**src/rtl/rgb2_pkg.sv**
```systemverilog
/*
 * Constants, register map and types for the group-two tricolor
 * pattern generator. Assumes a single 20 MHz clock and byte-wide
 * register writes already decoded from the two-wire serial bus.
 */
package rgb2_pkg;

  // ----------------------------------------------------------------
  // clock and time base
  // ----------------------------------------------------------------
  localparam int CLK_HZ = 20_000_000;
  localparam int BASE_PERIOD_US = 62_500;       // shortest period, 0.0625 s
  localparam int HALF_STEPS = 128;              // two half-steps per step
  // half-step at the shortest period, so integer division rounds down
  localparam int HALF_STEP_CYCLES_DEF =
    BASE_PERIOD_US * (CLK_HZ / 1_000_000) / HALF_STEPS;
  localparam int STEPS_PER_PERIOD = 64;

  // ----------------------------------------------------------------
  // register offsets
  // ----------------------------------------------------------------
  localparam logic [7:0] ADDR_RED2_FADE_SLOPES = 8'h20;
  localparam logic [7:0] ADDR_GREEN2_FADE_SLOPES = 8'h21;
  localparam logic [7:0] ADDR_BLUE2_FADE_SLOPES = 8'h22;
  localparam logic [7:0] ADDR_GROUP2_GRADATION_CTRL = 8'h23;
  localparam logic [7:0] ADDR_GROUP2_PULSE_CTRL = 8'h24;
  localparam logic [7:0] ADDR_RED2_OFF_POSITION = 8'h25;
  localparam logic [7:0] ADDR_RED2_ON_POSITION = 8'h26;
  localparam logic [7:0] ADDR_GREEN2_OFF_POSITION = 8'h27;
  localparam logic [7:0] ADDR_GREEN2_ON_POSITION = 8'h28;
  localparam logic [7:0] ADDR_BLUE2_OFF_POSITION = 8'h29;
  localparam logic [7:0] ADDR_BLUE2_ON_POSITION = 8'h2A;
  localparam logic [7:0] REG_RESET = 8'h00;

  // ----------------------------------------------------------------
  // field positions
  // ----------------------------------------------------------------
  localparam int FADE_IN_LSB = 0;
  localparam int FADE_OUT_LSB = 3;
  localparam int PERIOD_SEL_LSB = 0;
  localparam int AUTO_ONOFF_BIT = 3;
  localparam int RUN_ONCE_BIT = 4;
  localparam int RED_HALF_BIT = 5;              // green 6, blue 7
  localparam int HOLD_LSB = 0;
  localparam int FLASH_LSB = 3;
  localparam int PULSE_MODE_BIT = 6;
  localparam logic [7:0] POS_ALL_ON = 8'hFF;
  localparam logic [5:0] ELAPSED_SAT = 6'h3F;

  // ----------------------------------------------------------------
  // types
  // ----------------------------------------------------------------
  typedef enum logic [1:0] {
    SEQ_IDLE = 2'b00,
    SEQ_FLASH = 2'b01,
    SEQ_HOLD = 2'b11,
    SEQ_DONE = 2'b10
  } seq_state_t;

  // slope length in steps; the maximum is half of the 64-step period
  function automatic logic [5:0] slope_steps(input logic [2:0] code);
    logic [5:0] s;
    s = 6'h00;
    case (code)
      3'h1: s = 6'h02;                          // 1/16
      3'h2: s = 6'h04;                          // 1/8
      3'h3: s = 6'h08;                          // 1/4
      3'h4: s = 6'h0C;                          // 3/8
      3'h5: s = 6'h10;                          // 1/2
      3'h6: s = 6'h18;                          // 3/4
      3'h7: s = 6'h20;                          // maximum
      default: s = 6'h00;                       // no slope
    endcase
    return s;
  endfunction

endpackage

```
**src/rtl/rgb2_timebase.sv**
```systemverilog
/*
 * Step time base for group two: 128 half-steps per on/off period.
 * Assumes run is held high for as long as the sequence is active.
 */
`timescale 1ns/100ps
module rgb2_timebase
  import rgb2_pkg::*;
#(
  parameter int HALF_STEP_CYCLES = HALF_STEP_CYCLES_DEF
) (
  input wire logic ref_clk,
  input wire logic rst_n,
  input wire logic run,
  input wire logic [2:0] period_sel,
  output logic tick,
  output logic [6:0] half_idx,
  output logic period_end
);

  logic [23:0] cnt_q;
  logic [23:0] limit;
  logic started_q;

  // each code doubles the period
  assign limit = (24'(HALF_STEP_CYCLES) << period_sel) - 24'h000001;

  // ----------------------------------------------------------------
  // half-step divider
  // ----------------------------------------------------------------
  // first tick fires at start so step 0 edge is seen at once
  always_ff @(posedge ref_clk) begin
    if (!rst_n || !run) begin
      cnt_q <= 24'h000000;
      half_idx <= 7'h00;
      tick <= 1'b0;
      started_q <= 1'b0;
      period_end <= 1'b0;
    end else begin
      tick <= 1'b0;
      period_end <= 1'b0;
      if (!started_q) begin
        started_q <= 1'b1;
        tick <= 1'b1;
      end else if (cnt_q == limit) begin
        cnt_q <= 24'h000000;
        half_idx <= 7'(half_idx + 7'h01);
        tick <= 1'b1;
        period_end <= (half_idx == 7'h7F);
      end else begin
        cnt_q <= 24'(cnt_q + 24'h000001);
      end
    end
  end

endmodule

```
**src/rtl/rgb2_channel.sv**
```systemverilog
/*
 * One group-two LED channel: position waveform with fade ramps.
 * Assumes tick and half_idx come from the shared time base.
 */
`timescale 1ns/100ps
module rgb2_channel
  import rgb2_pkg::*;
(
  input wire logic ref_clk,
  input wire logic rst_n,
  input wire logic run,
  input wire logic tick,
  input wire logic [6:0] half_idx,
  input wire logic half_mode,
  input wire logic pulse_mode,
  input wire logic [7:0] on_pos,
  input wire logic [7:0] off_pos,
  input wire logic [2:0] fin_code,
  input wire logic [2:0] fout_code,
  input wire logic [4:0] pwm_phase,
  output logic led_out,
  output logic fade_done
);

  logic [5:0] step;
  logic boundary;
  logic wave_q;
  logic wave_d;
  logic [5:0] elapsed_q;
  logic [5:0] s_in;
  logic [5:0] s_out;
  logic [10:0] duty_in;
  logic [10:0] duty_out;
  logic lit;

  // half mode runs the 64 steps twice per period
  assign step = half_mode ? half_idx[5:0] : half_idx[6:1];
  assign boundary = run && tick && (half_mode || !half_idx[0]);
  assign s_in = slope_steps(fin_code);
  assign s_out = slope_steps(fout_code);

  // position compare at the rising edge of each step clock
  always_comb begin
    wave_d = wave_q;
    if (on_pos == off_pos) begin
      wave_d = (on_pos == POS_ALL_ON);
    end else if (step == on_pos[5:0]) begin
      wave_d = 1'b1;
    end else if (step == off_pos[5:0]) begin
      wave_d = 1'b0;
    end
  end

  always_ff @(posedge ref_clk) begin
    if (!rst_n || !run) begin
      wave_q <= 1'b0;
    end else if (boundary) begin
      wave_q <= wave_d;
    end
  end

  // steps since the last edge; starts saturated so no false fade-out
  always_ff @(posedge ref_clk) begin
    if (!rst_n || !run) begin
      elapsed_q <= ELAPSED_SAT;
    end else if (boundary) begin
      if (wave_d != wave_q) begin
        elapsed_q <= 6'h00;
      end else if (elapsed_q != ELAPSED_SAT) begin
        elapsed_q <= 6'(elapsed_q + 6'h01);
      end
    end
  end

  // ramp by comparing a fast phase against elapsed/slope
  assign duty_in = 11'(pwm_phase) * 11'(s_in);
  assign duty_out = 11'(pwm_phase) * 11'(s_out);

  always_comb begin
    if (wave_q) begin
      lit = pulse_mode || (s_in == 6'h00) || (elapsed_q >= s_in) ||
            (duty_in < 11'({elapsed_q, 5'h00}));
    end else begin
      lit = !pulse_mode && (elapsed_q < s_out) &&
            (duty_out < 11'({6'(s_out - elapsed_q), 5'h00}));
    end
  end

  always_ff @(posedge ref_clk) begin
    if (!rst_n) begin
      led_out <= 1'b0;
    end else begin
      led_out <= run && lit;
    end
  end

  // end of a ramp in either direction
  always_ff @(posedge ref_clk) begin
    if (!rst_n) begin
      fade_done <= 1'b0;
    end else begin
      fade_done <= boundary && !pulse_mode && (wave_d == wave_q) &&
        ((wave_q && s_in != 6'h00 && 6'(elapsed_q + 6'h01) == s_in) ||
         (!wave_q && s_out != 6'h00 && 6'(elapsed_q + 6'h01) == s_out));
    end
  end

  // ----------------------------------------------------------------
  // checks
  // ----------------------------------------------------------------
  chk_all_on_equal: assert property (@(posedge ref_clk) disable iff (!rst_n)
    boundary && on_pos == off_pos && on_pos == POS_ALL_ON |=> wave_q)
    else $error("equal FF positions did not turn output on");

  chk_all_off_equal: assert property (@(posedge ref_clk) disable iff (!rst_n)
    boundary && on_pos == off_pos && on_pos != POS_ALL_ON |=> !wave_q)
    else $error("equal positions did not turn output off");

  chk_on_edge_step: assert property (@(posedge ref_clk) disable iff (!rst_n)
    boundary && on_pos != off_pos && step == on_pos[5:0] |=> wave_q)
    else $error("output not on at on position");

  chk_pulse_mode_hard: assert property (@(posedge ref_clk) disable iff (!rst_n)
    run && pulse_mode && wave_q && $stable(run) |=> led_out)
    else $error("pulse mode output not fully on");

endmodule

```
**src/rtl/rgb2_pattern_gen.sv**
```systemverilog
/*
 * Group-two tricolor pattern generator: byte register file, gradation
 * sequencer and three channel waveform generators.
 * Assumes the two-wire serial slave presents each decoded register
 * write as a one-cycle strobe with address and data, on ref_clk.
 */
`timescale 1ns/100ps

module rgb2_pattern_gen
  import rgb2_pkg::*;
#(
  parameter int HALF_STEP_CYCLES = HALF_STEP_CYCLES_DEF
) (
  input wire logic ref_clk,
  input wire logic rst_n,
  input wire logic reg_wr_en,
  input wire logic [7:0] reg_addr,
  input wire logic [7:0] reg_wdata,
  output logic red_out_g2,
  output logic green_out_g2,
  output logic blue_out_g2,
  output logic fade_done_irq,
  output logic gradation_done_irq
);

  // ----------------------------------------------------------------
  // register file
  // ----------------------------------------------------------------
  // per-channel arrays, index 0 red, 1 green, 2 blue
  logic [7:0] fade_slopes_q [3];
  logic [7:0] off_position_q [3];
  logic [7:0] on_position_q [3];
  logic [7:0] group2_gradation_ctrl_q;
  logic [7:0] group2_pulse_ctrl_q;
  logic grad_wr;

  assign grad_wr = reg_wr_en && (reg_addr == ADDR_GROUP2_GRADATION_CTRL);

  // shared control registers; writes to other offsets are ignored
  always_ff @(posedge ref_clk) begin
    if (!rst_n) begin
      group2_gradation_ctrl_q <= REG_RESET;
      group2_pulse_ctrl_q <= REG_RESET;
    end else if (reg_wr_en) begin
      if (reg_addr == ADDR_GROUP2_GRADATION_CTRL) begin
        group2_gradation_ctrl_q <= reg_wdata;
      end
      if (reg_addr == ADDR_GROUP2_PULSE_CTRL) begin
        group2_pulse_ctrl_q <= reg_wdata;
      end
    end
  end

  // per-channel registers; positions keep all 8 bits so FF is visible
  always_ff @(posedge ref_clk) begin
    if (!rst_n) begin
      for (int i = 0; i < 3; i++) begin
        fade_slopes_q[i] <= REG_RESET;
        off_position_q[i] <= REG_RESET;
        on_position_q[i] <= REG_RESET;
      end
    end else if (reg_wr_en) begin
      for (int i = 0; i < 3; i++) begin
        if (reg_addr == 8'(ADDR_RED2_FADE_SLOPES + 8'(i))) begin
          fade_slopes_q[i] <= reg_wdata;
        end
        if (reg_addr == 8'(ADDR_RED2_OFF_POSITION + 8'(2 * i))) begin
          off_position_q[i] <= reg_wdata;
        end
        if (reg_addr == 8'(ADDR_RED2_ON_POSITION + 8'(2 * i))) begin
          on_position_q[i] <= reg_wdata;
        end
      end
    end
  end

  // ----------------------------------------------------------------
  // control fields
  // ----------------------------------------------------------------
  logic [2:0] auto_period_sel;
  logic auto_onoff_en;
  logic gradation_run_once;
  logic [2:0] half_period;
  logic [2:0] hold_periods;
  logic [2:0] flash_count;
  logic pulse_mode_en;

  assign auto_period_sel =
    group2_gradation_ctrl_q[PERIOD_SEL_LSB +: 3];
  assign auto_onoff_en = group2_gradation_ctrl_q[AUTO_ONOFF_BIT];
  assign gradation_run_once = group2_gradation_ctrl_q[RUN_ONCE_BIT];
  assign half_period = group2_gradation_ctrl_q[RED_HALF_BIT +: 3];
  assign hold_periods = group2_pulse_ctrl_q[HOLD_LSB +: 3];
  assign flash_count = group2_pulse_ctrl_q[FLASH_LSB +: 3];
  assign pulse_mode_en = group2_pulse_ctrl_q[PULSE_MODE_BIT];

  // ----------------------------------------------------------------
  // time base
  // ----------------------------------------------------------------
  logic tb_run;
  logic tick;
  logic [6:0] half_idx;
  logic period_end;
  seq_state_t seq_q;
  logic [2:0] period_cnt_q;

  assign tb_run = (seq_q == SEQ_FLASH) || (seq_q == SEQ_HOLD);

  rgb2_timebase #(
    .HALF_STEP_CYCLES(HALF_STEP_CYCLES)
  ) u_timebase (
    .ref_clk(ref_clk),
    .rst_n(rst_n),
    .run(tb_run),
    .period_sel(auto_period_sel),
    .tick(tick),
    .half_idx(half_idx),
    .period_end(period_end)
  );

  // ----------------------------------------------------------------
  // gradation sequencer
  // ----------------------------------------------------------------
  logic seq_finish;

  // last period of flashing with no hold, or last hold period
  assign seq_finish = period_end &&
    (((seq_q == SEQ_FLASH) && (period_cnt_q == flash_count) &&
      (hold_periods == 3'h0)) ||
     ((seq_q == SEQ_HOLD) && (period_cnt_q == 3'(hold_periods - 3'h1))));

  // a write to the gradation register restarts from idle so that the
  // new period and mode take effect from a clean step 0
  always_ff @(posedge ref_clk) begin
    if (!rst_n) begin
      seq_q <= SEQ_IDLE;
      period_cnt_q <= 3'h0;
    end else if (grad_wr || !auto_onoff_en) begin
      seq_q <= SEQ_IDLE;
      period_cnt_q <= 3'h0;
    end else begin
      case (seq_q)
        SEQ_IDLE: begin
          seq_q <= SEQ_FLASH;
          period_cnt_q <= 3'h0;
        end
        SEQ_FLASH: begin
          if (period_end) begin
            if (period_cnt_q != flash_count) begin
              period_cnt_q <= 3'(period_cnt_q + 3'h1);
            end else if (hold_periods != 3'h0) begin
              seq_q <= SEQ_HOLD;
              period_cnt_q <= 3'h0;
            end else begin
              seq_q <= gradation_run_once ? SEQ_DONE : SEQ_FLASH;
              period_cnt_q <= 3'h0;
            end
          end
        end
        SEQ_HOLD: begin
          if (period_end) begin
            if (seq_finish) begin
              seq_q <= gradation_run_once ? SEQ_DONE : SEQ_FLASH;
              period_cnt_q <= 3'h0;
            end else begin
              period_cnt_q <= 3'(period_cnt_q + 3'h1);
            end
          end
        end
        SEQ_DONE: begin
          seq_q <= SEQ_DONE;                    // waits for re-enable
        end
        default: begin
          seq_q <= SEQ_IDLE;
          period_cnt_q <= 3'h0;
        end
      endcase
    end
  end

  // completion pulse; a restarting write drops the pending event
  always_ff @(posedge ref_clk) begin
    if (!rst_n) begin
      gradation_done_irq <= 1'b0;
    end else begin
      gradation_done_irq <= seq_finish && auto_onoff_en && !grad_wr;
    end
  end

  // ----------------------------------------------------------------
  // channels
  // ----------------------------------------------------------------
  logic [4:0] pwm_phase_q;
  logic [2:0] led_out;
  logic [2:0] ch_fade_done;

  // free-running ramp phase, fast against any step
  always_ff @(posedge ref_clk) begin
    if (!rst_n) begin
      pwm_phase_q <= 5'h00;
    end else begin
      pwm_phase_q <= 5'(pwm_phase_q + 5'h01);
    end
  end

  // one identical generator per colour
  for (genvar c = 0; c < 3; c++) begin : g_chan
    rgb2_channel u_chan (
      .ref_clk(ref_clk),
      .rst_n(rst_n),
      .run(seq_q == SEQ_FLASH),
      .tick(tick),
      .half_idx(half_idx),
      .half_mode(half_period[c]),
      .pulse_mode(pulse_mode_en),
      .on_pos(on_position_q[c]),
      .off_pos(off_position_q[c]),
      .fin_code(fade_slopes_q[c][FADE_IN_LSB +: 3]),
      .fout_code(fade_slopes_q[c][FADE_OUT_LSB +: 3]),
      .pwm_phase(pwm_phase_q),
      .led_out(led_out[c]),
      .fade_done(ch_fade_done[c])
    );
  end

  assign red_out_g2 = led_out[0];
  assign green_out_g2 = led_out[1];
  assign blue_out_g2 = led_out[2];

  // any colour finishing a ramp raises the group event
  always_ff @(posedge ref_clk) begin
    if (!rst_n) begin
      fade_done_irq <= 1'b0;
    end else begin
      fade_done_irq <= |ch_fade_done;
    end
  end

  // ----------------------------------------------------------------
  // checks
  // ----------------------------------------------------------------
  chk_grad_write_store: assert property (@(posedge ref_clk)
    disable iff (!rst_n)
    grad_wr |=> group2_gradation_ctrl_q == $past(reg_wdata))
    else $error("gradation register write lost");

  chk_auto_off_dark: assert property (@(posedge ref_clk)
    disable iff (!rst_n)
    (!auto_onoff_en)[*3] |-> !red_out_g2 && !green_out_g2 && !blue_out_g2)
    else $error("output lit with automatic on/off disabled");

  chk_run_once_stop: assert property (@(posedge ref_clk)
    disable iff (!rst_n)
    seq_finish && gradation_run_once && auto_onoff_en && !grad_wr
    |=> seq_q == SEQ_DONE ##1 seq_q == SEQ_DONE)
    else $error("run-once sequence did not stop");

  chk_flash_wrap: assert property (@(posedge ref_clk)
    disable iff (!rst_n)
    seq_q == SEQ_FLASH && period_end && period_cnt_q == flash_count &&
    auto_onoff_en && !grad_wr
    |=> period_cnt_q == 3'h0 && seq_q != SEQ_IDLE)
    else $error("flash count did not end flashing");

  chk_hold_done: assert property (@(posedge ref_clk)
    disable iff (!rst_n)
    seq_q == SEQ_HOLD && period_end &&
    period_cnt_q == 3'(hold_periods - 3'h1) && auto_onoff_en && !grad_wr
    |=> gradation_done_irq ##1 !gradation_done_irq)
    else $error("hold end not flagged as one pulse");

  chk_fade_flag: assert property (@(posedge ref_clk)
    disable iff (!rst_n)
    $rose(ch_fade_done[0]) |=> fade_done_irq)
    else $error("red fade end not flagged");

endmodule

```
**config.mk**
```make
export PLATFORM = sky130hd
export DESIGN_NAME = rgb2_pattern_gen
export DESIGN_NICKNAME = d
export VERILOG_FILES = /design/src/rtl/rgb2_pkg.sv /design/src/rtl/rgb2_timebase.sv /design/src/rtl/rgb2_channel.sv /design/src/rtl/rgb2_pattern_gen.sv
export SDC_FILE = /design/constraint.sdc
export NUM_CORES = 1
export LEC_CHECK = 0
export ABC_AREA = 1
export ABC_CLOCK_PERIOD_IN_PS = 5600
export BUFFER_PORTS_ARGS = -buffer_cell sky130_fd_sc_hd__buf_2
export CAP_MARGIN = 10
export CORE_UTILIZATION = 60
export DETAILED_ROUTE_END_ITERATION = 7
export PLACE_DENSITY = 0.77
export SLEW_MARGIN = 25
export SYNTH_ARGS = -nofsm -noshare
export SYNTH_HDL_FRONTEND = slang
export SYNTH_SLANG_ARGS = --single-unit
```
**constraint.sdc**
```tcl
create_clock -name ref_clk -period 5.6 [get_ports ref_clk]
set_input_delay 1.12 -clock ref_clk [delete_from_list [all_inputs] [get_ports ref_clk]]
set_output_delay 1.12 -clock ref_clk [all_outputs]
set_load 0.02 [all_outputs]
```
Yosys cells after proc, flatten, opt, wreduce, memory -nomap -nowiden. Memory sizes are Yosys's and may differ from the RTL's. Index checks and enable logic that the tools add are counted.

Bitwise operators: 12. Multiplexer cells: 89. Reduce and logical (&&, ||, !) cells: 98. Shift-type cells: 1. Add/subtract/negate cells: 12. Multipliers: 6. $lt $le $gt $ge: 12. Equal/unequal tests: 92.

Operator list (count): one-hot mux 6 bit (7 select lines) (6); == test 8 x 6 -> 1 bit, second input constant (11); == test 3 bit, second input constant (24); == test 6 bit (12); 2-to-1 mux 8 bit (9); < comparator 11 bit (6); multiplier 5 x 6 -> 11 bit (6); 2-to-1 mux 6 bit (9); 2-to-1 mux 1 bit (52); logical AND 1 bit (41); == test 3 x 2 -> 1 bit, second input constant (12); nonzero test 6 bit (6); adder 24 x 1 -> 24 bit, second input constant (1); == test 24 bit (1); == test 8 bit (3); == test 8 bit, second input constant (3); 2-to-1 mux 24 bit (1); left shift 14 x 3 -> 24 bit, first input constant (1); subtractor 24 x 1 -> 24 bit, second input constant (1); logical OR 1 bit (20); adder 6 x 1 -> 6 bit, second input constant (3); == test 3 x 1 -> 1 bit, second input constant (6); >= comparator 6 bit (3); zero test 6 bit (3); 32 further kinds (82).

Memories: 3. Input bits: 19. Memory bits (writable): 72. Register bits after elaboration: 88.

Memory list: fade_slopes_q (words 3, width 8, read ports 3, clocked after memory_dff 0, wr ports 3, RTL line rgb2_pattern_gen.sv:30) `logic [7:0] fade_slopes_q [3];`; off_position_q (words 3, width 8, read ports 3, clocked after memory_dff 0, wr ports 3, RTL line rgb2_pattern_gen.sv:31) `logic [7:0] off_position_q [3];`; on_position_q (words 3, width 8, read ports 3, clocked after memory_dff 0, wr ports 3, RTL line rgb2_pattern_gen.sv:32) `logic [7:0] on_position_q [3];`.

Depth between registers and ports, before layout.
Depth in word-level cells: 8. Gate-level depth with buffers: 29. Mapped depth without buffers: 29.

Modules after synthesis. From an unflattened synthesis, not the netlist that was laid out.

Cells, all modules: 2148. Area, all modules: 15452.3 sq um.

By module, submodules not included: rgb2_pattern_gen (times used 1, cells each 296, area each 3515.9 sq um); rgb2_channel at g_chan[0].u_chan (times used 1, cells each 479, area each 3071.7 sq um); rgb2_channel at g_chan[1].u_chan (times used 1, cells each 470, area each 3051.7 sq um); rgb2_channel at g_chan[2].u_chan (times used 1, cells each 466, area each 3027.9 sq um); rgb2_timebase (times used 1, cells each 437, area each 2785.2 sq um).

Worst setup path before layout. OpenSTA, ideal clock, no wires.

Path type: reg2reg. Start point: memory fade_slopes_q[0][3]. End point: register g_chan[0].u_chan.led_out. Data arrival time: 5.017 ns. Stages on the path, launching flop included: 28. Slack: 0.513 ns. Required time: 5.530 ns. Cell sequence: edfxtp_1 > nand2_1 > inv_1 > o21ai_0 > inv_1 > nand2_1 > fa_1 > fa_1 > fa_1 > inv_1 > ha_1 > nand2_1 > inv_1 > nor2_1 > inv_1 > nand2_1 > inv_1 > or2_2 > a21o_1 > a21oi_1 > nor2_1 > nor2_1 > xor2_1 > ha_1 > a211o_1 > a31oi_1 > o2111ai_1 > a21oi_1.

RTL lines: from (decl) (RTL line rgb2_pattern_gen.sv:30); to (signal assigned) (RTL line rgb2_channel.sv:93) `led_out <= run && lit;`; to (decl) (RTL line rgb2_channel.sv:21) `output logic led_out,`.

==> tab_implementation.tex <==
\begin{tabular}{lr}
\hline
Metric & Value \\
\hline
\multicolumn{2}{l}{\textbf{Clocking}} \\
Insertion delay of the later-clocked pin in the worst-skew pair & around 0.44 ns \\
TritonCTS Sinks & around 150 \\
CTS root buffer & sky130\_fd\_sc\_hd\_\_clkbuf\_16 \\
Clock tree from TritonCTS & built \\
Maximum clock insertion buffer count & 2 \\
CTS clock-pin slew for the worst setup and hold paths & around 0.07 ns \\
CTS HTree Levels & 4 \\
Clock buffer count from CTS & 17 \\
\multicolumn{2}{l}{\textbf{Yosys}} \\
Post-synthesis area per instance & approximately 7.3 um2 \\
Library cell with the largest summed area after synthesis & sky130\_fd\_sc\_hd\_\_ha\_1 \\
Count of mapped cells out of synthesis & around 2,000 \\
Top cells by area, synth & sky130\_fd\_sc\_hd\_\_ha\_1 15\%, sky130\_fd\_sc\_hd\_\_edfxtp\_1 14\%, sky130\_fd\_sc\_hd\_\_dfxtp\_1 12\%, sky130\_fd\_sc\_hd\_\_nand2\_1 10\%, sky130\_fd\_sc\_hd\_\_inv\_1 8.2\% \\
Adder and majority gate portion of the synthesized area & 0.221 \\
Dominant combinational cell family by area after synthesis & simple AND/OR/NAND/NOR gates \\
EDFF count, synth & 66 \\
Post-synth net total & roughly 2,200 \\
Count of warnings emitted by yosys & 0 \\
Yosys top cell area share & 0.148 \\
Post-Synth Simple-Gate Area & 0.257 \\
Number of synthesized register bits & roughly 150 \\
Share of the yosys chip area belonging to registers & 0.255 \\
Xor/xnor cell area share of the yosys netlist & 0.0663 \\
Most numerous cell in the Yosys netlist & sky130\_fd\_sc\_hd\_\_nand2\_1 \\
Portion of netlist area occupied by mux cells & 0 \\
Post-synthesis compound-gate area fraction & 0.101 \\
Number of unique standard cell types used by synthesis & 56 \\
Mapped cell area & approximately 0.015 mm2 \\
Share of synthesized registers carrying an async set or reset & 0 \\
Top cell types by occurrence after synthesis & 406 x sky130\_fd\_sc\_hd\_\_nand2\_1, 320 x sky130\_fd\_sc\_hd\_\_inv\_1, 245 x sky130\_fd\_sc\_hd\_\_nor2\_1 \\
Primary flip-flop cell chosen by synthesis mapping & sky130\_fd\_sc\_hd\_\_dfxtp\_1 \\
\multicolumn{2}{l}{\textbf{Floorplanning}} \\
Core Region & between 0.02 and 0.025 mm2 \\
Die extent in x & between 150 and 200 um \\
\# IOs & 24 \\
Initial core utilization & 0.618 \\
Die Footprint & 0.0251 mm2 \\
Y dimension of the die & 158 um \\
Core Rows & 56 \\
\multicolumn{2}{l}{\textbf{Global routing}} \\
Maximum number of pins on one net before global-route repair & 33 \\
First-pass GRT wire length & around 61,000 um \\
Via count of the first global-routing pass & between 10,000 and 15,000 \\
Global-route total usage across every layer & 0.314 \\
Number of antenna violations at the first check in global routing & 0 \\
Overflow left after global routing & 0 \\
\multicolumn{2}{l}{\textbf{Place}} \\
GPL Wtd Cong & 0.958 \\
Worst setup slack after placement & 0.218 ns \\
DP HPWL & 29,600 um \\
Port Buffers & 23 \\
Placed Cells incl. Taps & between 2,000 and 2,500 \\
\multicolumn{2}{l}{\textbf{Finish}} \\
Share of post-route cells with drive strength above 1 & 0.0656 \\
Post-route non-filler standard cell count & approximately 2,400 \\
Layout net count & roughly 2,300 \\
Antenna Diode Count & 0 \\
Syn-to-layout area delta & 7.78\% \\
\multicolumn{2}{l}{\textbf{Critical path}} \\
Critical path launch point type & register \\
Data arrival time of the critical path & approximately 5.6 ns \\
Nature of the critical path endpoint & register \\
Critical Path Fanout Max & 4 \\
CP Data Required Time & slightly below 6 ns \\
Start-to-end type of the worst setup path & register to register \\
\multicolumn{2}{l}{\textbf{Timing}} \\
Max-slew headroom at the worst pin & 0.438 \\
Final setup violation count & 0 \\
Layout Skew & between 0.01 and 0.015 ns \\
Actual transition at the worst max-transition pin & between 0.8 and 0.9 ns \\
PnR worst setup slack & 0.357 ns \\
Final count of hold timing violations & 0 \\
Final min period & between 5 and 6 ns \\
Tcrit/Tclk final & 0.936 \\
Pins Over Slew Limit & 0 \\
FMAX & $\sim$190 MHz \\
\multicolumn{2}{l}{\textbf{Job}} \\
Number of maximum-capacitance violations & 0 \\
\multicolumn{2}{l}{\textbf{Routing}} \\
Count of vias placed by the detailed router & 13,200 \\
Post-route ant nets & 0 \\
Violation count after the first detailed-route iteration & approximately 1,100 \\
Final wirelength & roughly 37,000 um \\
Avg WL per Cell & $\sim$16 um \\
Ratio of routed vias to standard cells & 5.58 \\
Residual DRC & 0 \\
First-pass iteration count of the detailed router & 7 \\
\multicolumn{2}{l}{\textbf{Power and ir drop}} \\
Reported leakage power & 8.14 nW \\
Power density over cell area & 170 mW/mm2 \\
Largest vdd supply drop & $\sim$0.00024 V \\
\multicolumn{2}{l}{\textbf{Hold path}} \\
Worst min-delay path class & register to register \\
\multicolumn{2}{l}{\textbf{Run status}} \\
Status & complete, no violations \\
\hline
\end{tabular}
==> power by group <==
group          internal, mW  switching, mW
Sequential             1.20         0.0324
Combinational         0.108          0.188
Clock                 0.602          0.555
==> final timing paths <==
| check | from | end | slack [ns] | cells past startpoint |
|---|---|---|---|---|
| setup reg to reg | fade_slopes_q[0][10] | g_chan[1].u_chan.led_out | 0.36 | 25 |
| hold reg to reg | g_chan[0].u_chan.fade_done | fade_done_irq | 0.46 | 2 |
| hold / removal | g_chan[0].u_chan.fade_done | fade_done_irq | 0.46 | 2 |
| setup / recovery | fade_slopes_q[0][10] | g_chan[1].u_chan.led_out | 0.36 | 25 |
==> layout by cell type, fill, tap and decap left out, drive strengths merged, types with 7 or more instances in the layout <==
| cell | synthesis | final |
|---|---|---|
| nand2 | 415 | 415 |
| inv | 325 | 333 |
| nor2 | 250 | 250 |
| ha | 173 | 173 |
| o21ai | 105 | 105 |
| nand3 | 102 | 102 |
| a21oi | 98 | 98 |
| dfxtp | 88 | 88 |
| xor2 | 73 | 73 |
| edfxtp | 66 | 66 |
| nand4 | 62 | 62 |
| fa | 54 | 54 |
| buf | 15 | 52 |
| xnor2 | 38 | 38 |
| nor3 | 24 | 24 |
| clkbuf | 23 | 17 |
| o211ai | 13 | 13 |
| or2 | 11 | 11 |
| clkinv | 4 | 10 |
| o21a | 7 | 7 |
==> per-stage QoR <==
step | setup TNS (ns) | cell area [um2] | hold WS [ns] | power, mW | util
CTS | 0 | 15800 | 0.452 | 2.69 | 0.663
detailed placement | 0 | 15200 | 0.442 | 1.54 | 0.638
floorplan | 0 | 14700 | 0.415 | 1.44 | -
finish | 0 | 15800 | 0.455 | 2.68 | 0.666
global placement | 0 | 15200 | 0.450 | 1.53 | 0.638
global route | -0.0523 | 15800 | 0.488 | 2.78 | 0.666
==> cells by family (layout without fill, tap and decap cells) <==
logic type               count (synthesis)  count (layout)
AND/OR/NAND/NOR                        876             876
buffers and inverters                  367             413
XOR/XNOR                               111             111
adder cells (fa/ha/maj)                227             227
AO/OA/AOI/OAI                          263             263
flip-flops                             154             154
==> registers in the layout, summed over array words and instances, names as in the netlist <==
name	cells
pwm_phase_q	5
g_chan.u_chan.elapsed_q	18
u_timebase.started_q	1
g_chan.u_chan.led_out	3
on_position_q	24
gradation_done_irq	1
g_chan.u_chan.fade_done	3
group2_pulse_ctrl_q	7
u_timebase.cnt_q	24
u_timebase.period_end	1
seq_q	2
group2_gradation_ctrl_q	8
off_position_q	24
fade_slopes_q	18
g_chan.u_chan.wave_q	3
u_timebase.half_idx	7
fade_done_irq	1
period_cnt_q	3
u_timebase.tick	1
==> worst max-delay path: stages (launching register included) <==
cell and delay, ns:
sky130_fd_sc_hd__edfxtp_1 0.43, sky130_fd_sc_hd__or2_2 0.35, sky130_fd_sc_hd__or2_2 0.32, sky130_fd_sc_hd__inv_1 0.09, sky130_fd_sc_hd__nand2_1 0.07, sky130_fd_sc_hd__fa_1 0.53, sky130_fd_sc_hd__fa_1 0.45, sky130_fd_sc_hd__fa_1 0.55
sky130_fd_sc_hd__inv_1 0.05, sky130_fd_sc_hd__ha_1 0.30, sky130_fd_sc_hd__nand2_1 0.07, sky130_fd_sc_hd__inv_1 0.05, sky130_fd_sc_hd__nor2_2 0.12, sky130_fd_sc_hd__nor2_1 0.05, sky130_fd_sc_hd__nor2_1 0.14, sky130_fd_sc_hd__o21bai_1 0.12
sky130_fd_sc_hd__a21oi_2 0.17, sky130_fd_sc_hd__inv_1 0.06, sky130_fd_sc_hd__a21oi_1 0.15, sky130_fd_sc_hd__xor2_1 0.15, sky130_fd_sc_hd__inv_1 0.06, sky130_fd_sc_hd__ha_1 0.30, sky130_fd_sc_hd__nand4_1 0.09, sky130_fd_sc_hd__o221a_2 0.24
sky130_fd_sc_hd__o21ai_0 0.15, sky130_fd_sc_hd__a21oi_1 0.06
==> repair_timing <==
item / CTS / global route
buffers inserted: 0 / 4
endpoints found under the setup margin: 0 / 2
gates resized for setup: 0 / 11
hold buffers: 0 / 0
==> per-layer routing <==
metal	up-vias	wire (um)	global-route usage
li1	6563	-	-
met1	6085	16500	0.411
met2	462	17400	0.530
met3	81	2490	0.0444
met4	0	1020	0.109
met5	-	0	0
==> layout make-up <==
| type | count | area [um2] |
|---|---|---|
| Clock buffer | 17 | 425 |
| Clock inverter | 15 | 173 |
| Tap cell | 319 | 399 |
| Inverter | 329 | 1240 |
| Fill cell | 2004 | 7940 |
| Timing Repair Buffer | 52 | 333 |
| Multi-Input combinational cell | 1477 | 9500 |
| Sequential cell | 154 | 3740 |
No activity file was read; power rests on OpenSTA's default activity.
